--- src/fwsr_pkg.sv ---
package fwsr_pkg;

  // Clock
  localparam int CLK_NS = 20;

  // Flash cycle timing in ns and derived cycle counts (least times round up)
  localparam int T_ACC_NS = 70;
  localparam int T_WP_NS = 35;
  localparam int T_GAP_NS = 20;
  localparam int ACC_CYC = (T_ACC_NS + CLK_NS - 1) / CLK_NS;
  localparam int WP_CYC = (T_WP_NS + CLK_NS - 1) / CLK_NS;
  localparam int GAP_CYC = (T_GAP_NS + CLK_NS - 1) / CLK_NS;

  // Gap between extra sector erase commands that needs no window check
  localparam int T_WIN_US = 50;
  localparam int WIN_CYC = (T_WIN_US * 1000) / CLK_NS;

  // Register offsets
  localparam logic [7:0] OFF_CTRL = 8'h00;
  localparam logic [7:0] OFF_ADDR = 8'h04;
  localparam logic [7:0] OFF_DATA = 8'h08;
  localparam logic [7:0] OFF_STAT = 8'h0c;
  localparam logic [7:0] OFF_IRQ_STAT = 8'h10;
  localparam logic [7:0] OFF_IRQ_MASK = 8'h14;

  // Control bits
  localparam int CTL_POLL = 0;
  localparam int CTL_CMD = 1;
  localparam int CTL_GUARD = 2;
  localparam int CTL_ABORT = 3;
  localparam int CTL_RESET = 4;

  // Status byte bit positions on the flash data pins
  localparam int BIT_TOGGLE_TWO = 2;
  localparam int BIT_ERASE_WINDOW = 3;
  localparam int BIT_TIMEOUT = 5;
  localparam int BIT_TOGGLE_ONE = 6;
  localparam int BIT_POLLING = 7;

  // Event bits
  localparam int EV_OK = 0;
  localparam int EV_FAIL = 1;
  localparam int EV_REJECT = 2;
  localparam int EV_N = 3;

  localparam logic [7:0] RESET_CMD_BYTE = 8'hf0;
  localparam logic [31:0] RST_WORD = 32'h00000000;

endpackage

--- src/fwsr_top.sv ---
// Notes on behaviour
// Status check starts with two back-to-back reads, comparing toggle bit one.
// Once toggling stops, the next read returns array data.
// Toggling with timeout flag high: check toggling once more.
// Still toggling after timeout: failure, write the reset command.
// Toggling with timeout low: restart from the first double read.
// Device raises the timeout flag when its pulse limit is exceeded.
// Programming a 0 back to 1 halts and then raises the timeout flag.
// After a timeout failure the host writes the reset command.
// Erase window flag reads 0 while sectors accepted, 1 once erase starts.
// Each extra sector erase command restarts the device's window.
// Extra erase commands under 50 us apart need no window check.
// With the window flag at 1 the device ignores all but suspend.
// With the window flag at 0 the device takes extra sectors.
// After an erase command confirm acceptance by toggling, then read window; only the guard order does, the command order skips both.
// Read window flag before and after extra commands; high after means doubt.
// Status reads use an address inside the busy bank.
// Reads to an idle bank return array data, not status.
// Toggle bit one inverts on each read while busy.
// Toggle bit two inverts on reads within sectors chosen for erase.
//
// Decided for this implementation: the APB register port and the register offsets.
`timescale 1ns/1ps
`default_nettype none
module fwsr_top #(
  parameter int AW = 19
) (
  // Clock and reset
  input wire logic CLK_SYS,
  input wire logic RSTN,
  // APB slave
  input wire logic PSEL,
  input wire logic PENABLE,
  input wire logic PWRITE,
  input wire logic [7:0] PADDR,
  input wire logic [31:0] PWDATA,
  output logic [31:0] PRDATA,
  output logic PREADY,
  output logic PSLVERR,
  // Interrupt
  output logic IRQ,
  // Flash pins
  output logic [AW-1:0] FL_ADDR,
  output logic FL_CE_N,
  output logic FL_OE_N,
  output logic FL_WE_N,
  output logic [7:0] FL_DQ_O,
  output logic FL_DQ_OE_N,
  input wire logic [7:0] FL_DQ_I,
  input wire logic READY_BUSY_OUTPUT
);
  import fwsr_pkg::*;

  typedef enum logic [3:0] {
    S_IDLE, S_RD1, S_RD2, S_RECHK, S_ARRAY, S_RESET,
    S_CMD, S_GPRE, S_GWR, S_GT1, S_GT2, S_GPOST
  } fwsr_state_t;

  fwsr_state_t st_ff, nxt_st;
  logic issued_ff;
  logic [AW-1:0] addr_ff;
  logic [7:0] data_ff;
  logic [7:0] first_ff;
  logic [7:0] last_ff;
  logic [7:0] array_ff;
  logic ok_ff;
  logic fail_ff;
  logic reject_ff;
  logic window_ff;
  logic abort_ff;
  logic rb_ff;
  logic [11:0] gap_ff;
  logic [EV_N-1:0] ev;
  logic [EV_N-1:0] irq_stat;
  logic [EV_N-1:0] irq_mask;
  logic cyc_idle;
  logic cyc_done;
  logic [7:0] cyc_rdata;

  // Toggle test against the stored previous read
  function automatic logic toggled(input logic [7:0] a, input logic [7:0] b);
    toggled = a[BIT_TOGGLE_ONE] ^ b[BIT_TOGGLE_ONE];
  endfunction

  // APB decode; no wait states
  wire apb_acc = PSEL && PENABLE;
  wire apb_wr = apb_acc && PWRITE;
  wire hit_ctrl = (PADDR == OFF_CTRL);
  wire hit_addr = (PADDR == OFF_ADDR);
  wire hit_data = (PADDR == OFF_DATA);
  wire hit_stat = (PADDR == OFF_STAT);
  wire hit_istat = (PADDR == OFF_IRQ_STAT);
  wire hit_imask = (PADDR == OFF_IRQ_MASK);
  wire mapped = hit_ctrl | hit_addr | hit_data | hit_stat | hit_istat | hit_imask;
  wire busy = (st_ff != S_IDLE);
  wire ctrl_wr = apb_wr && hit_ctrl;
  // Orders other than abort are only taken while idle; address and data stay frozen while busy
  wire go_poll = ctrl_wr && !busy && PWDATA[CTL_POLL];
  wire go_cmd = ctrl_wr && !busy && PWDATA[CTL_CMD];
  wire go_guard = ctrl_wr && !busy && PWDATA[CTL_GUARD];
  wire go_reset = ctrl_wr && !busy && PWDATA[CTL_RESET];
  wire abort_req = ctrl_wr && busy && PWDATA[CTL_ABORT];

  assign PREADY = 1'b1;
  assign PSLVERR = apb_acc && !mapped;

  // Commands closer than this need no window check
  wire fast_gap = (gap_ff < 12'(WIN_CYC));
  wire [31:0] stat_word = {8'h00, array_ff, last_ff, 1'b0, fast_gap, rb_ff, window_ff,
    reject_ff, fail_ff, ok_ff, busy};
  wire [31:0] rd_mux =
    hit_ctrl ? RST_WORD :
    hit_addr ? 32'(addr_ff) :
    hit_data ? {24'h000000, data_ff} :
    hit_stat ? stat_word :
    hit_istat ? 32'(irq_stat) :
    hit_imask ? 32'(irq_mask) : RST_WORD;
  assign PRDATA = (apb_acc && !PWRITE) ? rd_mux : RST_WORD;

  // Bus cycle request for the current state
  wire op_state = busy;
  wire cyc_start = op_state && !issued_ff && cyc_idle;
  wire cyc_we = (st_ff == S_RESET) || (st_ff == S_CMD) || (st_ff == S_GWR);
  wire [7:0] cyc_wdata = (st_ff == S_RESET) ? RESET_CMD_BYTE : data_ff;
  wire tog_now = toggled(cyc_rdata, first_ff);
  wire to_now = cyc_rdata[BIT_TIMEOUT];
  wire win_now = cyc_rdata[BIT_ERASE_WINDOW];

  fwsr_cycle #(.AW(AW)) u_cycle (
    .clk(CLK_SYS),
    .rstn(RSTN),
    .start(cyc_start),
    .we(cyc_we),
    // Status reads go to the bank address held in the address register
    .addr(addr_ff),
    .wdata(cyc_wdata),
    .idle(cyc_idle),
    .done(cyc_done),
    .rdata(cyc_rdata),
    .fl_addr(FL_ADDR),
    .fl_ce_n(FL_CE_N),
    .fl_oe_n(FL_OE_N),
    .fl_we_n(FL_WE_N),
    .fl_dq_o(FL_DQ_O),
    .fl_dq_oe_n(FL_DQ_OE_N),
    .fl_dq_i(FL_DQ_I)
  );

  // Next state on an order while idle and on completion of each flash cycle
  always_comb begin
    nxt_st = st_ff;
    ev = '0;
    unique case (st_ff)
      S_IDLE: begin
        if (go_poll) begin
          nxt_st = S_RD1;
        end else if (go_guard) begin
          nxt_st = S_GPRE;
        end else if (go_cmd) begin
          nxt_st = S_CMD;
        end else if (go_reset) begin
          nxt_st = S_RESET;
        end
      end
      S_RD1: begin
        if (cyc_done) begin
          nxt_st = S_RD2;
        end
      end
      S_RD2: begin
        if (cyc_done) begin
          // Toggle stopped: fetch array data
          if (!tog_now) begin
            nxt_st = S_ARRAY;
          // Timeout seen: one more check
          end else if (to_now) begin
            nxt_st = S_RECHK;
          // Restart the double read, or return to idle if an abort is pending
          end else if (abort_ff) begin
            nxt_st = S_IDLE;
          end else begin
            nxt_st = S_RD1;
          end
        end
      end
      S_RECHK: begin
        if (cyc_done) begin
          // Still toggling: failed, reset
          nxt_st = tog_now ? S_RESET : S_ARRAY;
        end
      end
      S_ARRAY: begin
        if (cyc_done) begin
          nxt_st = S_IDLE;
          ev[EV_OK] = 1'b1;
        end
      end
      S_RESET: begin
        if (cyc_done) begin
          nxt_st = S_IDLE;
          ev[EV_FAIL] = fail_ff;
        end
      end
      S_CMD: begin
        if (cyc_done) begin
          nxt_st = S_IDLE;
        end
      end
      S_GPRE: begin
        if (cyc_done) begin
          // Window already closed: command not sent
          if (win_now) begin
            nxt_st = S_IDLE;
            ev[EV_REJECT] = 1'b1;
          end else begin
            nxt_st = S_GWR;
          end
        end
      end
      S_GWR: begin
        if (cyc_done) begin
          nxt_st = S_GT1;
        end
      end
      S_GT1: begin
        if (cyc_done) begin
          nxt_st = S_GT2;
        end
      end
      S_GT2: begin
        // Acceptance by toggling before the window read
        if (cyc_done) begin
          if (tog_now || abort_ff) begin
            nxt_st = S_GPOST;
          end else begin
            nxt_st = S_GT1;
          end
        end
      end
      S_GPOST: begin
        if (cyc_done) begin
          nxt_st = S_IDLE;
          // Closed after the command: it may have been lost
          ev[EV_REJECT] = win_now;
        end
      end
    endcase
  end

  // Sequencer state and cycle bookkeeping
  always_ff @(posedge CLK_SYS or negedge RSTN) begin
    if (!RSTN) begin
      st_ff <= S_IDLE;
      issued_ff <= 1'b0;
    end else begin
      st_ff <= nxt_st;
      if (cyc_start) begin
        issued_ff <= 1'b1;
      end else if (cyc_done) begin
        issued_ff <= 1'b0;
      end
    end
  end

  // Software registers
  always_ff @(posedge CLK_SYS or negedge RSTN) begin
    if (!RSTN) begin
      addr_ff <= '0;
      data_ff <= 8'h00;
    end else if (apb_wr && !busy) begin
      if (hit_addr) begin
        addr_ff <= PWDATA[AW-1:0];
      end
      if (hit_data) begin
        data_ff <= PWDATA[7:0];
      end
    end
  end

  // Abort request and ready/busy pin sample
  always_ff @(posedge CLK_SYS or negedge RSTN) begin
    if (!RSTN) begin
      abort_ff <= 1'b0;
      rb_ff <= 1'b0;
    end else begin
      rb_ff <= READY_BUSY_OUTPUT;
      if (!busy) begin
        abort_ff <= 1'b0;
      end else if (abort_req) begin
        abort_ff <= 1'b1;
      end
    end
  end

  // First read of each pair is the toggle reference; the second read is the recheck's reference
  always_ff @(posedge CLK_SYS or negedge RSTN) begin
    if (!RSTN) begin
      first_ff <= 8'h00;
      last_ff <= 8'h00;
      array_ff <= 8'h00;
    end else if (cyc_done && !cyc_we) begin
      last_ff <= cyc_rdata;
      if (st_ff == S_RD1 || st_ff == S_GT1 || st_ff == S_RD2) begin
        first_ff <= cyc_rdata;
      end
      // Array data taken on the read after toggling stops
      if (st_ff == S_ARRAY) begin
        array_ff <= cyc_rdata;
      end
    end
  end

  // Outcome flags; ok, fail and reject cleared when a new order starts, window flag kept until the next window read
  always_ff @(posedge CLK_SYS or negedge RSTN) begin
    if (!RSTN) begin
      ok_ff <= 1'b0;
      fail_ff <= 1'b0;
      reject_ff <= 1'b0;
      window_ff <= 1'b0;
    end else begin
      if (st_ff == S_IDLE && nxt_st != S_IDLE) begin
        ok_ff <= 1'b0;
        fail_ff <= 1'b0;
        reject_ff <= 1'b0;
      end
      if (ev[EV_OK]) begin
        ok_ff <= 1'b1;
      end
      // Failure marks the reset write as recovery
      if (st_ff == S_RECHK && cyc_done && tog_now) begin
        fail_ff <= 1'b1;
      end
      if (ev[EV_REJECT]) begin
        reject_ff <= 1'b1;
      end
      if ((st_ff == S_GPRE || st_ff == S_GPOST) && cyc_done) begin
        window_ff <= win_now;
      end
    end
  end

  // Time since the last command write, saturating
  always_ff @(posedge CLK_SYS or negedge RSTN) begin
    if (!RSTN) begin
      gap_ff <= 12'hfff;
    end else if (cyc_done && (st_ff == S_CMD || st_ff == S_GWR)) begin
      gap_ff <= 12'h000;
    end else if (gap_ff != 12'hfff) begin
      gap_ff <= gap_ff + 12'h001;
    end
  end

  fwsr_irq #(.N(EV_N)) u_irq (
    .clk(CLK_SYS),
    .rstn(RSTN),
    .ev(ev),
    .clr_we(apb_wr && hit_istat),
    .mask_we(apb_wr && hit_imask),
    .wdata(PWDATA[EV_N-1:0]),
    .stat(irq_stat),
    .mask(irq_mask),
    .irq(IRQ)
  );

endmodule
`default_nettype wire

--- src/fwsr_cycle.sv ---
`timescale 1ns/1ps
`default_nettype none
module fwsr_cycle #(
  parameter int AW = 19
) (
  // Clock and reset
  input wire logic clk,
  input wire logic rstn,
  // Request
  input wire logic start,
  input wire logic we,
  input wire logic [AW-1:0] addr,
  input wire logic [7:0] wdata,
  output logic idle,
  output logic done,
  output logic [7:0] rdata,
  // Flash pins
  output logic [AW-1:0] fl_addr,
  output logic fl_ce_n,
  output logic fl_oe_n,
  output logic fl_we_n,
  output logic [7:0] fl_dq_o,
  output logic fl_dq_oe_n,
  input wire logic [7:0] fl_dq_i
);
  import fwsr_pkg::*;

  typedef enum logic [1:0] {FC_IDLE, FC_ACT, FC_GAP} fwsr_cyc_t;
  fwsr_cyc_t st_ff;
  logic [3:0] cnt_ff;
  logic we_ff;
  logic done_ff;

  // Every read ends with a strobe rise so the device sees a new read cycle
  wire act = (st_ff == FC_ACT);
  wire [3:0] act_len = we_ff ? 4'(WP_CYC) : 4'(ACC_CYC);
  wire act_end = act && (cnt_ff == act_len - 4'h1);
  wire gap_end = (st_ff == FC_GAP) && (cnt_ff == 4'(GAP_CYC - 1));

  assign idle = (st_ff == FC_IDLE);
  assign done = done_ff;
  assign fl_ce_n = !act;
  assign fl_oe_n = !(act && !we_ff);
  assign fl_we_n = !(act && we_ff);

  always_ff @(posedge clk or negedge rstn) begin
    if (!rstn) begin
      st_ff <= FC_IDLE;
      cnt_ff <= 4'h0;
      we_ff <= 1'b0;
      done_ff <= 1'b0;
      rdata <= 8'h00;
      fl_addr <= '0;
      fl_dq_o <= 8'h00;
      fl_dq_oe_n <= 1'b1;
    end else begin
      done_ff <= 1'b0;
      cnt_ff <= cnt_ff + 4'h1;
      unique case (st_ff)
        FC_IDLE: begin
          cnt_ff <= 4'h0;
          if (start) begin
            st_ff <= FC_ACT;
            we_ff <= we;
            fl_addr <= addr;
            fl_dq_o <= wdata;
            fl_dq_oe_n <= !we;
          end
        end
        FC_ACT: begin
          if (act_end) begin
            st_ff <= FC_GAP;
            cnt_ff <= 4'h0;
            if (!we_ff) begin
              rdata <= fl_dq_i;
            end
          end
        end
        FC_GAP: begin
          // Data held through the gap for write hold time
          if (gap_end) begin
            st_ff <= FC_IDLE;
            fl_dq_oe_n <= 1'b1;
            done_ff <= 1'b1;
          end
        end
      endcase
    end
  end
endmodule
`default_nettype wire

--- src/fwsr_irq.sv ---
`timescale 1ns/1ps
`default_nettype none
module fwsr_irq #(
  parameter int N = 3
) (
  // Clock and reset
  input wire logic clk,
  input wire logic rstn,
  // Events and software access
  input wire logic [N-1:0] ev,
  input wire logic clr_we,
  input wire logic mask_we,
  input wire logic [N-1:0] wdata,
  // State
  output logic [N-1:0] stat,
  output logic [N-1:0] mask,
  output logic irq
);
  // A new event beats a clear of the same bit in the same cycle
  wire [N-1:0] clr = clr_we ? wdata : '0;
  wire [N-1:0] nxt_stat = (stat & ~clr) | ev;

  assign irq = |(stat & mask);

  always_ff @(posedge clk or negedge rstn) begin
    if (!rstn) begin
      stat <= '0;
      mask <= '0;
    end else begin
      stat <= nxt_stat;
      if (mask_we) begin
        mask <= wdata;
      end
    end
  end
endmodule
`default_nettype wire

--- config.mk ---
export PLATFORM = sky130hd
export DESIGN_NAME = fwsr_top
export DESIGN_NICKNAME = d
export VERILOG_FILES = /design/src/fwsr_pkg.sv /design/src/fwsr_top.sv /design/src/fwsr_cycle.sv /design/src/fwsr_irq.sv
export SDC_FILE = /design/constraint.sdc
export NUM_CORES = 1
export LEC_CHECK = 0
export ABC_AREA = 0
export BUFFER_PORTS_ARGS = -buffer_cell sky130_fd_sc_hd__buf_2
export CAP_MARGIN = 30
export CORE_MARGIN = 2
export CORE_UTILIZATION = 50
export CTS_CLUSTER_SIZE = 25
export DETAILED_ROUTE_END_ITERATION = 16
export PLACE_DENSITY = 0.77
export SETUP_SLACK_MARGIN = 0.05
export SLEW_MARGIN = 5
export SYNTH_ARGS = -nofsm -noshare
export SYNTH_HDL_FRONTEND = slang
export SYNTH_SLANG_ARGS = --single-unit
--- constraint.sdc ---
create_clock -name CLK_SYS -period 1.94 [get_ports CLK_SYS]
set_input_delay 0.097 -clock CLK_SYS [delete_from_list [all_inputs] [get_ports CLK_SYS]]
set_output_delay 0.097 -clock CLK_SYS [all_outputs]
set_load 0.02 [all_outputs]
* Word-level counts from Yosys, hierarchy flattened
Index checks and enable logic that the tools add are counted. Widths: inputs -> output; s select.
Word-level totals: bits in registers 123, logic and storage cells 186, input port bits 54
Operators by class: $lt $le $gt $ge 1, $add $sub $neg 3, multiplexer cells 58, reduce and logical (&&, ||, !) cells 65, bitwise operators 11, equality and inequality tests 24
Operator list (number):
- $mux 24 | 5
- $mux 4 | 14
- $pmux 4 s9 | 1
- $logic_and 1x1->1 | 27
- $mux 12 | 2
- $mux 1 | 21
- $eq 4x3->1 const B | 4
- $eq 4x4->1 const B | 4
- $eq 8x4->1 const B | 2
- $eq 8x5->1 const B | 2
- $mux 3 | 5
- $add 12x1->12 const B | 1
- $lt 12x12->1 const B | 1
- $ne 12x12->1 const B | 1
- $reduce_bool 2->1 | 6
- $mux 2 | 5
- $reduce_and 2->1 | 5
- $logic_not 1->1 | 9
- $reduce_and 3->1 | 3
- $eq 4x2->1 const B | 2
- $eq 8x3->1 const B | 1
- $logic_not 4->1 | 2
- $logic_not 8->1 | 1
- $mux 8 | 1
- other kinds (22) | 37

* Logic depth before layout (Yosys ltp)
Gate-level depths: netlist (run 1).
depth in word-level cells 14, depth in mapped cells 7

* Cells and area by module
Synthesis (run 1) repeated with hierarchy kept, for this count alone.
Unflattened totals: cells, all modules 491, area, all modules 5612.9 um^2
Modules (own cells, without submodules):
- fwsr_top | cells an instance 348, times used 1, area each 3592.2 um^2
- fwsr_cycle | cells an instance 126, times used 1, area each 1789.2 um^2
- fwsr_irq | cells an instance 17, times used 1, area each 231.5 um^2

* Worst setup path after synthesis (run 1)
No wires, ideal clock.
path kind input port to output port, from input PADDR[0], to output PRDATA[1], setup slack 49 ps, arrival 1794 ps, cell stages on the path 7, path through or4_4 -> nor3_4 -> and3_1 -> clkbuf_1 -> buf_2 -> nand2_1 -> a21oi_1
Between the ends: word-level cells in the longest chain between the ends 8, elaborated cells between the ends (all ways) 13, classes of those cells eq/ne (5); mux (7); reduce/logical (1)
RTL lines:
- start: declaration | RTL line fwsr_top.sv:35 | input wire logic [7:0] PADDR,
- $eq 8x5->1 | RTL line fwsr_top.sv:93 | wire hit_imask = (PADDR == OFF_IRQ_MASK);
- $mux 3 | RTL line fwsr_top.sv:117 | hit_imask ? 32'(irq_mask) : RST_WORD;
- $mux 3 | RTL line fwsr_top.sv:116 | hit_istat ? 32'(irq_stat) :
- $mux 24 | RTL line fwsr_top.sv:115 | hit_stat ? stat_word :
- $mux 24 | RTL line fwsr_top.sv:114 | hit_data ? {24'h000000, data_ff} :
- $mux 24 | RTL line fwsr_top.sv:113 | hit_addr ? 32'(addr_ff) :
- $mux 24 * | RTL line fwsr_top.sv:112 | hit_ctrl ? RST_WORD :
- $mux 24 * | RTL line fwsr_top.sv:118 | assign PRDATA = (apb_acc && !PWRITE) ? rd_mux : RST_WORD;
- end: declaration | RTL line fwsr_top.sv:37 | output logic [31:0] PRDATA,
Every way passes the cells marked *; elsewhere a longest branch is shown, timed or not.

* Final worst setup path (run 1)
from input PADDR[0], to output PRDATA[6]
Between the ends: word-level cells in the longest chain between the ends 6, elaborated cells between the ends (all ways) 9, classes of those cells eq/ne (3); mux (5); reduce/logical (1)
RTL lines:
- $eq 8x4->1 | RTL line fwsr_top.sv:91 | wire hit_stat = (PADDR == OFF_STAT);
- $mux 24 | RTL line fwsr_top.sv:115
- $mux 24 | RTL line fwsr_top.sv:114
- $mux 24 | RTL line fwsr_top.sv:113
- $mux 24 * | RTL line fwsr_top.sv:112
- $mux 24 * | RTL line fwsr_top.sv:118
Marks and branches as above.

==> flow_summary.yaml, run 1 <==
pwr:
  p_leak_nw: 3.89
  ir_worst_vdd_uv: 723
  pwr_density_cell_nw_per_um2: 1080
final_layout:
  multi_input_area_um2: 2750
  nFillCells: 770
  fin_cells: 875
  fin_nets: 782
  area_growth_pct: 37.6
  drive_gt1_frac: 0.406
  num_antenna_cells: 0
  seqCellArea_um2: 2940
drt:
  drtAntennaViolNets: 0
  num_vias: 4960
  routed_wirelength_mm: 16.3
  first_pass_iters: 4
  route.detailed.drc: 0
  wl_per_cell_um: 18.6
  drt_iter0_markers: 382
  viasPerCell: 5.67
logic_synthesis:
  yosys_warnings: 0
  yosysSeqAreaShare: 0.516
  syn_avg_cell_area_um2: 10.4
  synthDistinctLibCells: 59
  synth-edff-count: 0
  synthFlopType: "dfrtp_1"
  async_flop_share: 1.00
  synth-seq-cells: 117
  synthCells: 550
  syn-cell-area_um2: 5710
clock_network:
  cts_max_level: 4
  clock_sinks: 117
  cts_tree: "built"
  cts.clk_slew.worst_paths_ns: 0.05
  clock_latency_ns: 0.42
  cts_buffers: 17
  ctsRootBufferMaster: "clkbuf_16"
  clk_path_buf_depth: 2
flow_run:
  drv_cap: 0
timing:
  finalHoldViolCount: 0
  worstMarginPinSlew_ns: 0.614
  skew_ns: 0.0102
  setup_viol: 18
  tns_ns: -0.671
  max_freq_mhz: 496
  timing.final.max_slew_violations: 0
  min_period_ns: 2.02
  rsz0062_at_grt: "true"
  timing.final.ws_setup_ns: -0.0779
  fin_crit_sh: 1.04
  relSlewSlack: 0.591
worst_setup_path:
  timing.rr.start: "st_ff[2]"
  start_kind: "primary input"
  crit_fanout: 4
  worstPathRequired_ns: 1.84
  end_kind: "output pin"
  critical_path_class: "in -> out"
  r2r-end: "addr_ff[11]"
  critPathArrivalTime_ns: 1.92
  reg2reg_depth: 6
  reg2reg_setup_slack_ns: 0.09
grt:
  grt_use_total: 0.257
  grt_pass1_vias: 4926
  gr-total-overflow: 0
  grt_max_degree: 44
  grt_pass1_wl_mm: 24.8
  antenna_found_initial: 0
die:
  die_h_um: 111
  start_util: 0.506
  die-area_um2: 12300
  core_area_um2: 11300
  die_w_um: 111
  ioPinCount: 120
  num_rows: 39
worst_hold_path:
  min_to: "u_irq.stat[2]"
  hp-start: "PWDATA[2]"
  worstHoldPathType: "in -> reg"
  hold_depth: 3
outcome:
  violations: "setup timing"
  run_status: "complete, but fails checks"
place:
  placed_cells: 806
  io_buffers: 97
  routabilityCongestion: 0.895
  dp_slack_ns: -0.0517
  dp_hpwl_mm: 10.4
==> cell families after synthesis <==
kind of cell             share of synthesized area
flip-flops                                   0.516
AO/OA/AOI/OAI                               0.0931
multiplexers                                 0.130
other                                      0.00132
XOR/XNOR                                    0.0199
buffers and inverters                       0.0368
AND/OR/NAND/NOR                              0.190
adder cells (fa/ha/maj)                     0.0131
==> power by group <==
group	internal [W]	switching (W)
combinational	0.000967	0.00120
clock	0.00196	0.00103
sequential	0.00294	0.000407
total	0.00587	0.00264
==> synthesized netlist by cell type (all sizes together) (4+ instances only) <==
| cell type | count | area share |
|---|---|---|
| a21o | 5 | 0.0066 |
| a21oi | 21 | 0.018 |
| a22oi | 16 | 0.021 |
| and2 | 9 | 0.0099 |
| and3 | 9 | 0.0099 |
| buf | 15 | 0.018 |
| clkbuf | 16 | 0.011 |
| dfrtp | 104 | 0.46 |
| dfstp | 13 | 0.060 |
| ha | 6 | 0.013 |
| inv | 12 | 0.0079 |
| mux2 | 59 | 0.12 |
| mux2i | 4 | 0.0070 |
| nand2 | 94 | 0.062 |
| nand3 | 15 | 0.015 |
| nand4 | 7 | 0.0077 |
| nor2 | 58 | 0.038 |
| nor2b | 5 | 0.0055 |
| nor3 | 5 | 0.0064 |
| nor3b | 4 | 0.0053 |
| nor4 | 4 | 0.0070 |
| o21ai | 13 | 0.012 |
| or3 | 5 | 0.0055 |
| xnor2 | 4 | 0.0061 |
| xor2 | 9 | 0.014 |
==> sequential cells by signal (all words and copies together), names as in the netlist, 2 cells and up <==
| name | cells |
|---|---|
| array_ff | 8 |
| gap_ff | 12 |
| last_ff | 8 |
| u_cycle.cnt_ff | 4 |
| data_ff | 8 |
| u_irq.mask | 3 |
| st_ff | 4 |
| u_cycle.fl_addr | 19 |
| u_cycle.st_ff | 2 |
| u_irq.stat | 3 |
| u_cycle.fl_dq_o | 8 |
| u_cycle.rdata | 8 |
| addr_ff | 19 |
==> layout by cell type (no fill, tap or decap), types with 5 or more instances in the layout <==
master,n
nand3_1,13
nand2_1,93
a21o_1,5
inv_1,12
or3_1,5
mux2_4,10
buf_6,16
and3_1,7
conb_1,9
mux2_2,49
nand4_1,7
and2_4,6
buf_4,51
ha_1,6
a22oi_2,12
buf_2,75
o21ai_0,10
clkbuf_16,19
buf_12,6
a21oi_1,18
dlygate4sd3_1,26
dfrtp_1,104
nor2_1,54
xor2_1,9
dfstp_2,13
==> metal layers <==
metal,vias up,share of wire,global-route usage
li1,2240,-,-
met1,2461,0.40,0.321
met2,223,0.50,0.434
met3,36,0.068,0.0552
met4,0,0.026,0.108
met5,-,0,0
==> timing repair <==
| action | 4_1_cts | 5_1_grt |
|---|---|---|
| setup endpoints to repair | 20 | 62 |
| buffers inserted | 6 | 8 |
| pin swaps | 3 | 32 |
| gates cloned | 0 | 2 |
| hold buffers | 26 | 0 |
| gates resized for setup | 15 | 65 |
| endpoints found under the hold margin | 63 | 0 |
==> metrics by stage <==
stage / utilization / instance area [um^2] / power [W] / hold slack, ns
5_1_grt: 0.697 / 7860 / 0.00889 / 0.0414
3_3_place_gp: 0.587 / 6610 / 0.00521 / 0.140
4_1_cts: 0.668 / 7520 / 0.00842 / 0.0254
6_report: 0.697 / 7860 / 0.00851 / 0.0478
3_5_place_dp: 0.587 / 6610 / 0.00532 / 0.141
2_1_floorplan: - / 5740 / 0.00455 / -0.199
==> worst max-delay path by stage <==
stage | to | depth (start not counted) | start | slack, ns
floorplan | last_ff[0] | 6 | st_ff[1] | 0.05
global placement | PRDATA[19] | 9 | PADDR[6] | -0.07
detailed placement | PRDATA[10] | 9 | PADDR[6] | -0.05
CTS | PRDATA[0] | 5 | st_ff[0] | -0.07
global route | PRDATA[6] | 10 | PADDR[5] | -0.16
finish | PRDATA[6] | 10 | PADDR[0] | -0.08
==> final cells by class <==
type / instances / share of cell area
sequential: 117 / 0.375
multi-input combinational: 397 / 0.350
timing repair buffer: 177 / 0.176
clock buffer: 24 / 0.0613
tap: 143 / 0.0228
clock inverter: 5 / 0.00956
inverter: 12 / 0.00573
==> worst max-delay path, stage by stage <==
cell     delay (ns)
buf_6          0.09
or4_4          0.57
nor3_4         0.27
buf_4          0.15
buf_4          0.09
buf_4          0.09
buf_4          0.09
a32oi_2        0.10
a21oi_2        0.20
buf_4          0.17
No activity file was read; power rests on OpenSTA's default activity.
==> run 2, diff against run 1 <==
--- a/config.mk
+++ b/config.mk
@@ -8,13 +8,14 @@
 export ABC_AREA = 0
 export BUFFER_PORTS_ARGS = -buffer_cell sky130_fd_sc_hd__buf_2
 export CAP_MARGIN = 30
-export CORE_MARGIN = 2
-export CORE_UTILIZATION = 50
+export CORE_UTILIZATION = 49
 export CTS_CLUSTER_SIZE = 25
 export DETAILED_ROUTE_END_ITERATION = 16
-export PLACE_DENSITY = 0.77
+export GPL_TIMING_DRIVEN = 0
+export PLACE_DENSITY = 0.76
 export SETUP_SLACK_MARGIN = 0.05
 export SLEW_MARGIN = 5
 export SYNTH_ARGS = -nofsm -noshare
 export SYNTH_HDL_FRONTEND = slang
+export SYNTH_HIERARCHICAL = 1
 export SYNTH_SLANG_ARGS = --single-unit
==> run 2 against run 1 <==
Effect of this change: the flow still finishes with violations (setup timing); synthesized area down 1.7%; die area fell by 3.3%; design area grew 0.83%; clock-buffer cell count decreased by 5; sequential share of layout area down 0.29 points; routed wire length up 6.7%; global-route usage decreased by 0.25 points; register-to-register slack got worse by 0.30 ns.
==> flow_summary.yaml, run 2 <==
outcome:
  run_status: "complete, but fails checks"
  violations: "setup timing"
grt:
  grt_use_met3: 0.0562
  gr-total-overflow: 0
  grt_use_met2: 0.407
  antenna_found_initial: 0
  grt_max_degree: 65
  grt_use_total: 0.254
  grt_pass1_vias: 4447
  use_met1: 0.335
  grt_pass1_wl_mm: 22.5
  top_usage_layer: "met2"
drt:
  drt_iter0_markers: 505
  num_vias: 4912
  route.detailed.drc: 0
  wl_per_cell_um: 21.3
  routed_wirelength_mm: 17.4
  drtAntennaViolNets: 0
  viasPerCell: 6.02
  first_pass_iters: 7
worst_setup_path:
  critPathArrivalTime_ns: 2.20
  worstPathRequired_ns: 1.84
  cp-startpoint: "gap_ff[4]"
  crit_fanout: 7
  critical_path_class: "reg -> out"
  reg2reg_setup_slack_ns: -0.21
  timing.rr.start: "st_ff[3]"
  reg2reg_depth: 5
  start_kind: "flip-flop"
  end_kind: "output pin"
logic_synthesis:
  syn_avg_cell_area_um2: 11.4
  synth-seq-cells: 117
  async_flop_share: 1.00
  syn-cell-area_um2: 5610
  synth.top_cell.area_share: 0.464
  yosysTopAreaCell: "dfrtp_1"
  yosys_warnings: 6
  ys_top_cells_by_area: "dfrtp_1, mux2_2, dfstp_2"
  synthFlopType: "dfrtp_1"
  yosysSeqAreaShare: 0.525
  synth.top_cells.by_count: "dfrtp_1, mux2_2, nor2_1"
  synthCells: 491
  synthDistinctLibCells: 57
  synth-edff-count: 0
  synthMostInstantiatedCell: "dfrtp_1"
timing:
  finalHoldViolCount: 0
  timing.final.ws_setup_ns: -0.357
  setup_viol: 50
  timing.final.max_slew_violations: 0
  min_period_ns: 2.30
  rsz0062_at_grt: "true"
  worstMarginPinSlew_ns: 1.04
  relSlewSlack: 0.300
  fin_crit_sh: 1.18
  max_freq_mhz: 435
  skew_ns: 0.0147
clock_network:
  clock_sinks: 117
  clock_latency_ns: 0.42
  cts_tree: "built"
  cts_buffers: 17
  cts.clk_slew.worst_paths_ns: 0.06
  clk_path_buf_depth: 2
  cts_max_level: 4
  ctsRootBufferMaster: "clkbuf_16"
final_layout:
  nFillCells: 692
  drive_gt1_frac: 0.469
  area_growth_pct: 41.1
  mostFrequentLayoutCell: "dfrtp_1"
  mostFrequentLayoutCells: "dfrtp_1, buf_2, mux2_2"
  num_antenna_cells: 0
  final_util: 0.721
  reg_top3: "addr_ff: 19 flops, u_cycle/fl_addr: 19 flops, gap_ff: 12 flops"
  multi_input_area_um2: 2800
  design_area_um2: 7920
  seqCellArea_um2: 2950
  fin_nets: 723
die:
  die_h_um: 109
  die-area_um2: 11900
  core_area_um2: 11000
  ioPinCount: 120
  start_util: 0.511
  die_w_um: 109
  num_rows: 38
worst_hold_path:
  worstHoldPathType: "in -> reg"
  hp-start: "PWDATA[4]"
  hold_depth: 2
pwr:
  pwr_density_cell_nw_per_um2: 1190
  ir_worst_vdd_uv: 990
  p_leak_nw: 4.00
place:
  io_buffers: 97
  place_area_um2: 6350
  dp_hpwl_mm: 9.56
  routabilityCongestion: 0.903
flow_run:
  drv_cap: 0
==> run 2: cell count changes in the layout (fill, tap and decap cells not counted), sizes merged, moves of 5 or more <==
| cell | delta |
|---|---|
| a222oi | +7 |
| and2 | -8 |
| buf | -13 |
| inv | +7 |
| mux2 | +22 |
| nand2 | -71 |
| nand3 | -7 |
| nand4 | -5 |
| nor2 | -12 |
| o21ai | +7 |
==> run 2: cell families after synthesis <==
logic type	synth area share
adder cells (fa/ha/maj)	0.0134
multiplexers	0.168
AND/OR/NAND/NOR	0.138
buffers and inverters	0.0357
other	0.00134
AO/OA/AOI/OAI	0.106
flip-flops	0.525
XOR/XNOR	0.0140
==> run 2: power by group <==
group          internal (W)  total, W  switching [W]
clock               0.00220   0.00343        0.00123
combinational       0.00120   0.00255        0.00136
sequential          0.00297   0.00345       0.000483
total               0.00636   0.00943        0.00307
==> run 2: repair_timing <==
item | in CTS | in global routing
hold buffers | 25 | 0
hold endpoints to repair | 73 | 0
pin swaps | 13 | 17
gates resized for setup | 43 | 77
endpoints found under the setup margin | 112 | 88
buffers inserted | 7 | 12
gates cloned | 0 | 4
==> run 2: per-stage QoR <==
stage	power, W	hold WS [ns]	instances	setup TNS (ns)	setup slack, ns
detailed placement	0.00528	0.0983	736	-22.64	-0.500
floorplan	0.00467	-0.199	498	0	0.0581
finish	0.00943	0.0155	816	-2.44	-0.357
CTS	0.00886	0.00447	800	-0.444	-0.256
global route	0.00978	-0.00742	816	-5.25	-0.407
global placement	0.00515	0.213	735	-81.23	-0.602
==> run 2: metal layers <==
metal,vias up,part of all wire
met2,284,0.49
met5,-,0
met1,2450,0.39
met4,0,0.036
li1,2118,-
met3,60,0.082
==> run 2: critical path: stages (launching register included) <==
cell,delay (ns)
dfstp_2,0.40
or4_4,0.54
a211oi_4,0.29
o221ai_1,0.18
a21oi_1,0.21
buf_4,0.17
==> run 2: worst paths after layout <==
check | to
setup reg to reg | st_ff[1]
hold reg to reg | gap_ff[1]
setup / recovery | PRDATA[6]
hold / removal | addr_ff[4]
min in group asynchronous | addr_ff[2]
max in group asynchronous | u_cycle/fl_dq_oe_n
==> run 2: cell type report <==
class	count	share of cell area
sequential	117	0.372
multi-input combinational	339	0.354
timing repair buffer	146	0.134
clock buffer	19	0.0559
buffer	26	0.0303
clock inverter	13	0.0246
tap	140	0.0221
inverter	16	0.00758
==> run 3, diff against run 2 <==
--- a/config.mk
+++ b/config.mk
@@ -14,6 +14,7 @@
 export GPL_TIMING_DRIVEN = 0
 export PLACE_DENSITY = 0.76
 export SETUP_SLACK_MARGIN = 0.05
+export SKIP_LAST_GASP = 1
 export SLEW_MARGIN = 5
 export SYNTH_ARGS = -nofsm -noshare
 export SYNTH_HDL_FRONTEND = slang
==> run 3 against run 2 <==
Effect of this change: the run still ends with setup timing left; largest cell class unchanged; routed wire length shrank 0.64%; register-to-register slack gained 0.03 ns; critical endpoint unchanged; combinational power is essentially flat; critical path depth is the same.
==> flow_summary.yaml, run 3 (synthesized netlist as in run 2, its figures left out) <==
place:
  dp_hpwl_mm: 9.56
  routabilityCongestion: 0.903
  io_buffers: 97
  dp_slack_ns: -0.500
worst_setup_path:
  path_cells: "or4_4, a211oi_4, o221ai_1, a21oi_1, buf_4"
  reg2reg_depth: 5
  crit_fanout: 7
  critPathArrivalTime_ns: 2.20
  reg2reg_setup_slack_ns: -0.18
  end_kind: "output pin"
  timing.rr.start: "u_cycle/rdata[6]"
  slowest_stage: "or4_4"
  worstPathRequired_ns: 1.84
  crit_path_max_incr_delay_ns: 0.54
  critical_path_class: "reg -> out"
  r2r-end: "ok_ff"
  start_kind: "flip-flop"
timing:
  timing.final.ws_setup_ns: -0.353
  fin_crit_sh: 1.18
  max_freq_mhz: 436
  setup_viol: 51
  relSlewSlack: 0.284
  rsz0062_at_grt: "true"
  min_period_ns: 2.29
  tns_ns: -2.84
  skew_ns: 0.0120
  finalHoldViolCount: 0
  worstMarginPinSlew_ns: 1.07
  timing.final.max_slew_violations: 0
clock_network:
  clk_path_buf_depth: 2
  ctsRootBufferMaster: "clkbuf_16"
  cts_tree: "built"
  clock_latency_ns: 0.42
  cts_buffers: 17
  cts_max_level: 4
  clock_sinks: 117
  cts.clk_slew.worst_paths_ns: 0.06
outcome:
  run_status: "complete, but fails checks"
  violations: "setup timing"
worst_hold_path:
  hp-start: "PWDATA[4]"
  hold_depth: 2
  min_to: "addr_ff[4]"
  worstHoldPathType: "in -> reg"
drt:
  route.detailed.drc: 0
  num_vias: 4917
  wl_per_cell_um: 21.2
  first_pass_iters: 5
  routed_wirelength_mm: 17.3
  drt_iter0_markers: 539
  drtAntennaViolNets: 0
  viasPerCell: 6.03
final_layout:
  area_growth_pct: 40.7
  final_util: 0.719
  mostFrequentLayoutCells: "dfrtp_1, buf_2, mux2_2"
  num_antenna_cells: 0
  mostFrequentLayoutCell: "dfrtp_1"
  reg_top3: "addr_ff: 19 flops, u_cycle/fl_addr: 19 flops, gap_ff: 12 flops"
  fin_nets: 723
  drive_gt1_frac: 0.463
grt:
  grt_max_degree: 65
  gr-total-overflow: 0
  grt_pass1_vias: 4447
  grt_use_total: 0.254
  antenna_found_initial: 0
  grt_pass1_wl_mm: 22.5
die:
  die_h_um: 109
  ioPinCount: 120
  core_area_um2: 11000
  die-area_um2: 11900
  num_rows: 38
  die_w_um: 109
  start_util: 0.511
pwr:
  power.clock.fraction: 0.363
  swShare: 0.324
  ir_worst_vdd_uv: 983
  combPwrFrac: 0.270
  total_power_w: 0.00939
  pwr_density_cell_nw_per_um2: 1190
  seq_power_share: 0.367
  p_leak_nw: 4.00
  intPower_w: 0.00635
  p_sw_w: 0.00304
flow_run:
  drv_cap: 0
[run 3: worst max-delay path by stage]
| stage | start | to | slack, ns | depth (start not counted) |
|---|---|---|---|---|
| 6_report | gap_ff[4] | PRDATA[6] | -0.35 | 5 |
| 5_1_grt | gap_ff[4] | PRDATA[6] | -0.41 | 5 |
| 4_1_cts | gap_ff[2] | PRDATA[6] | -0.26 | 5 |
| 3_5_place_dp | PADDR[4] | PRDATA[11] | -0.50 | 8 |
| 3_3_place_gp | RSTN | u_cycle/fl_dq_o[4] | -0.60 | 1 |
| 2_1_floorplan | st_ff[0] | addr_ff[14] | 0.06 | 5 |
[run 3: layer usage]
layer	share of wire	vias to the layer above	global-route usage	wire length, um
met1	0.39	2452	0.335	6740
met3	0.084	59	0.0562	1450
li1	-	2116	-	-
met4	0.034	2	0.106	580
met2	0.49	288	0.407	8520
met5	0.0011	-	0	19
[run 3: power by group through the flow]
stage,clock network [W],registers [W],logic [W]
2_1_floorplan,0,0.00334,0.00133
3_3_place_gp,0,0.00338,0.00177
3_5_place_dp,0,0.00342,0.00186
4_1_cts,0.00340,0.00339,0.00207
5_1_grt,0.00354,0.00349,0.00272
6_report,0.00341,0.00344,0.00254
[run 3: layout make-up]
type	instances	area, um^2
repair buffers	146	1060
plain buffers	26	240
fillers	684	3080
flip-flops and latches	117	2950
multi-input cells	339	2780
clock inverters	13	195
clock buffers	19	443
inverters	16	60.1
well taps	140	175
[run 3: repair_timing]
action | CTS | global route
hold buffers | 25 | 0
cloned | 0 | 4
endpoints found under the setup margin | 112 | 88
gates resized for setup | 43 | 72
hold endpoints to repair | 73 | 0
setup buffers | 7 | 12
pin swaps | 12 | 15
[run 3: through the flow]
stage	hold WS [ns]	std cells	cell area, um^2
after global routing	0.0186	816	7900
final	0.0145	816	7900
after floorplan	-0.199	498	5650
after global placement	0.213	735	6310
after CTS	0.00447	800	7450
after detailed placement	0.0983	736	6350
[run 3: worst max-delay path, delay by kind of cell (launching register included)]
kind            cells  cell delay, ns
compound gates      3            0.66
buf+inv             1            0.17
simple gates        1            0.54
flops               1            0.40
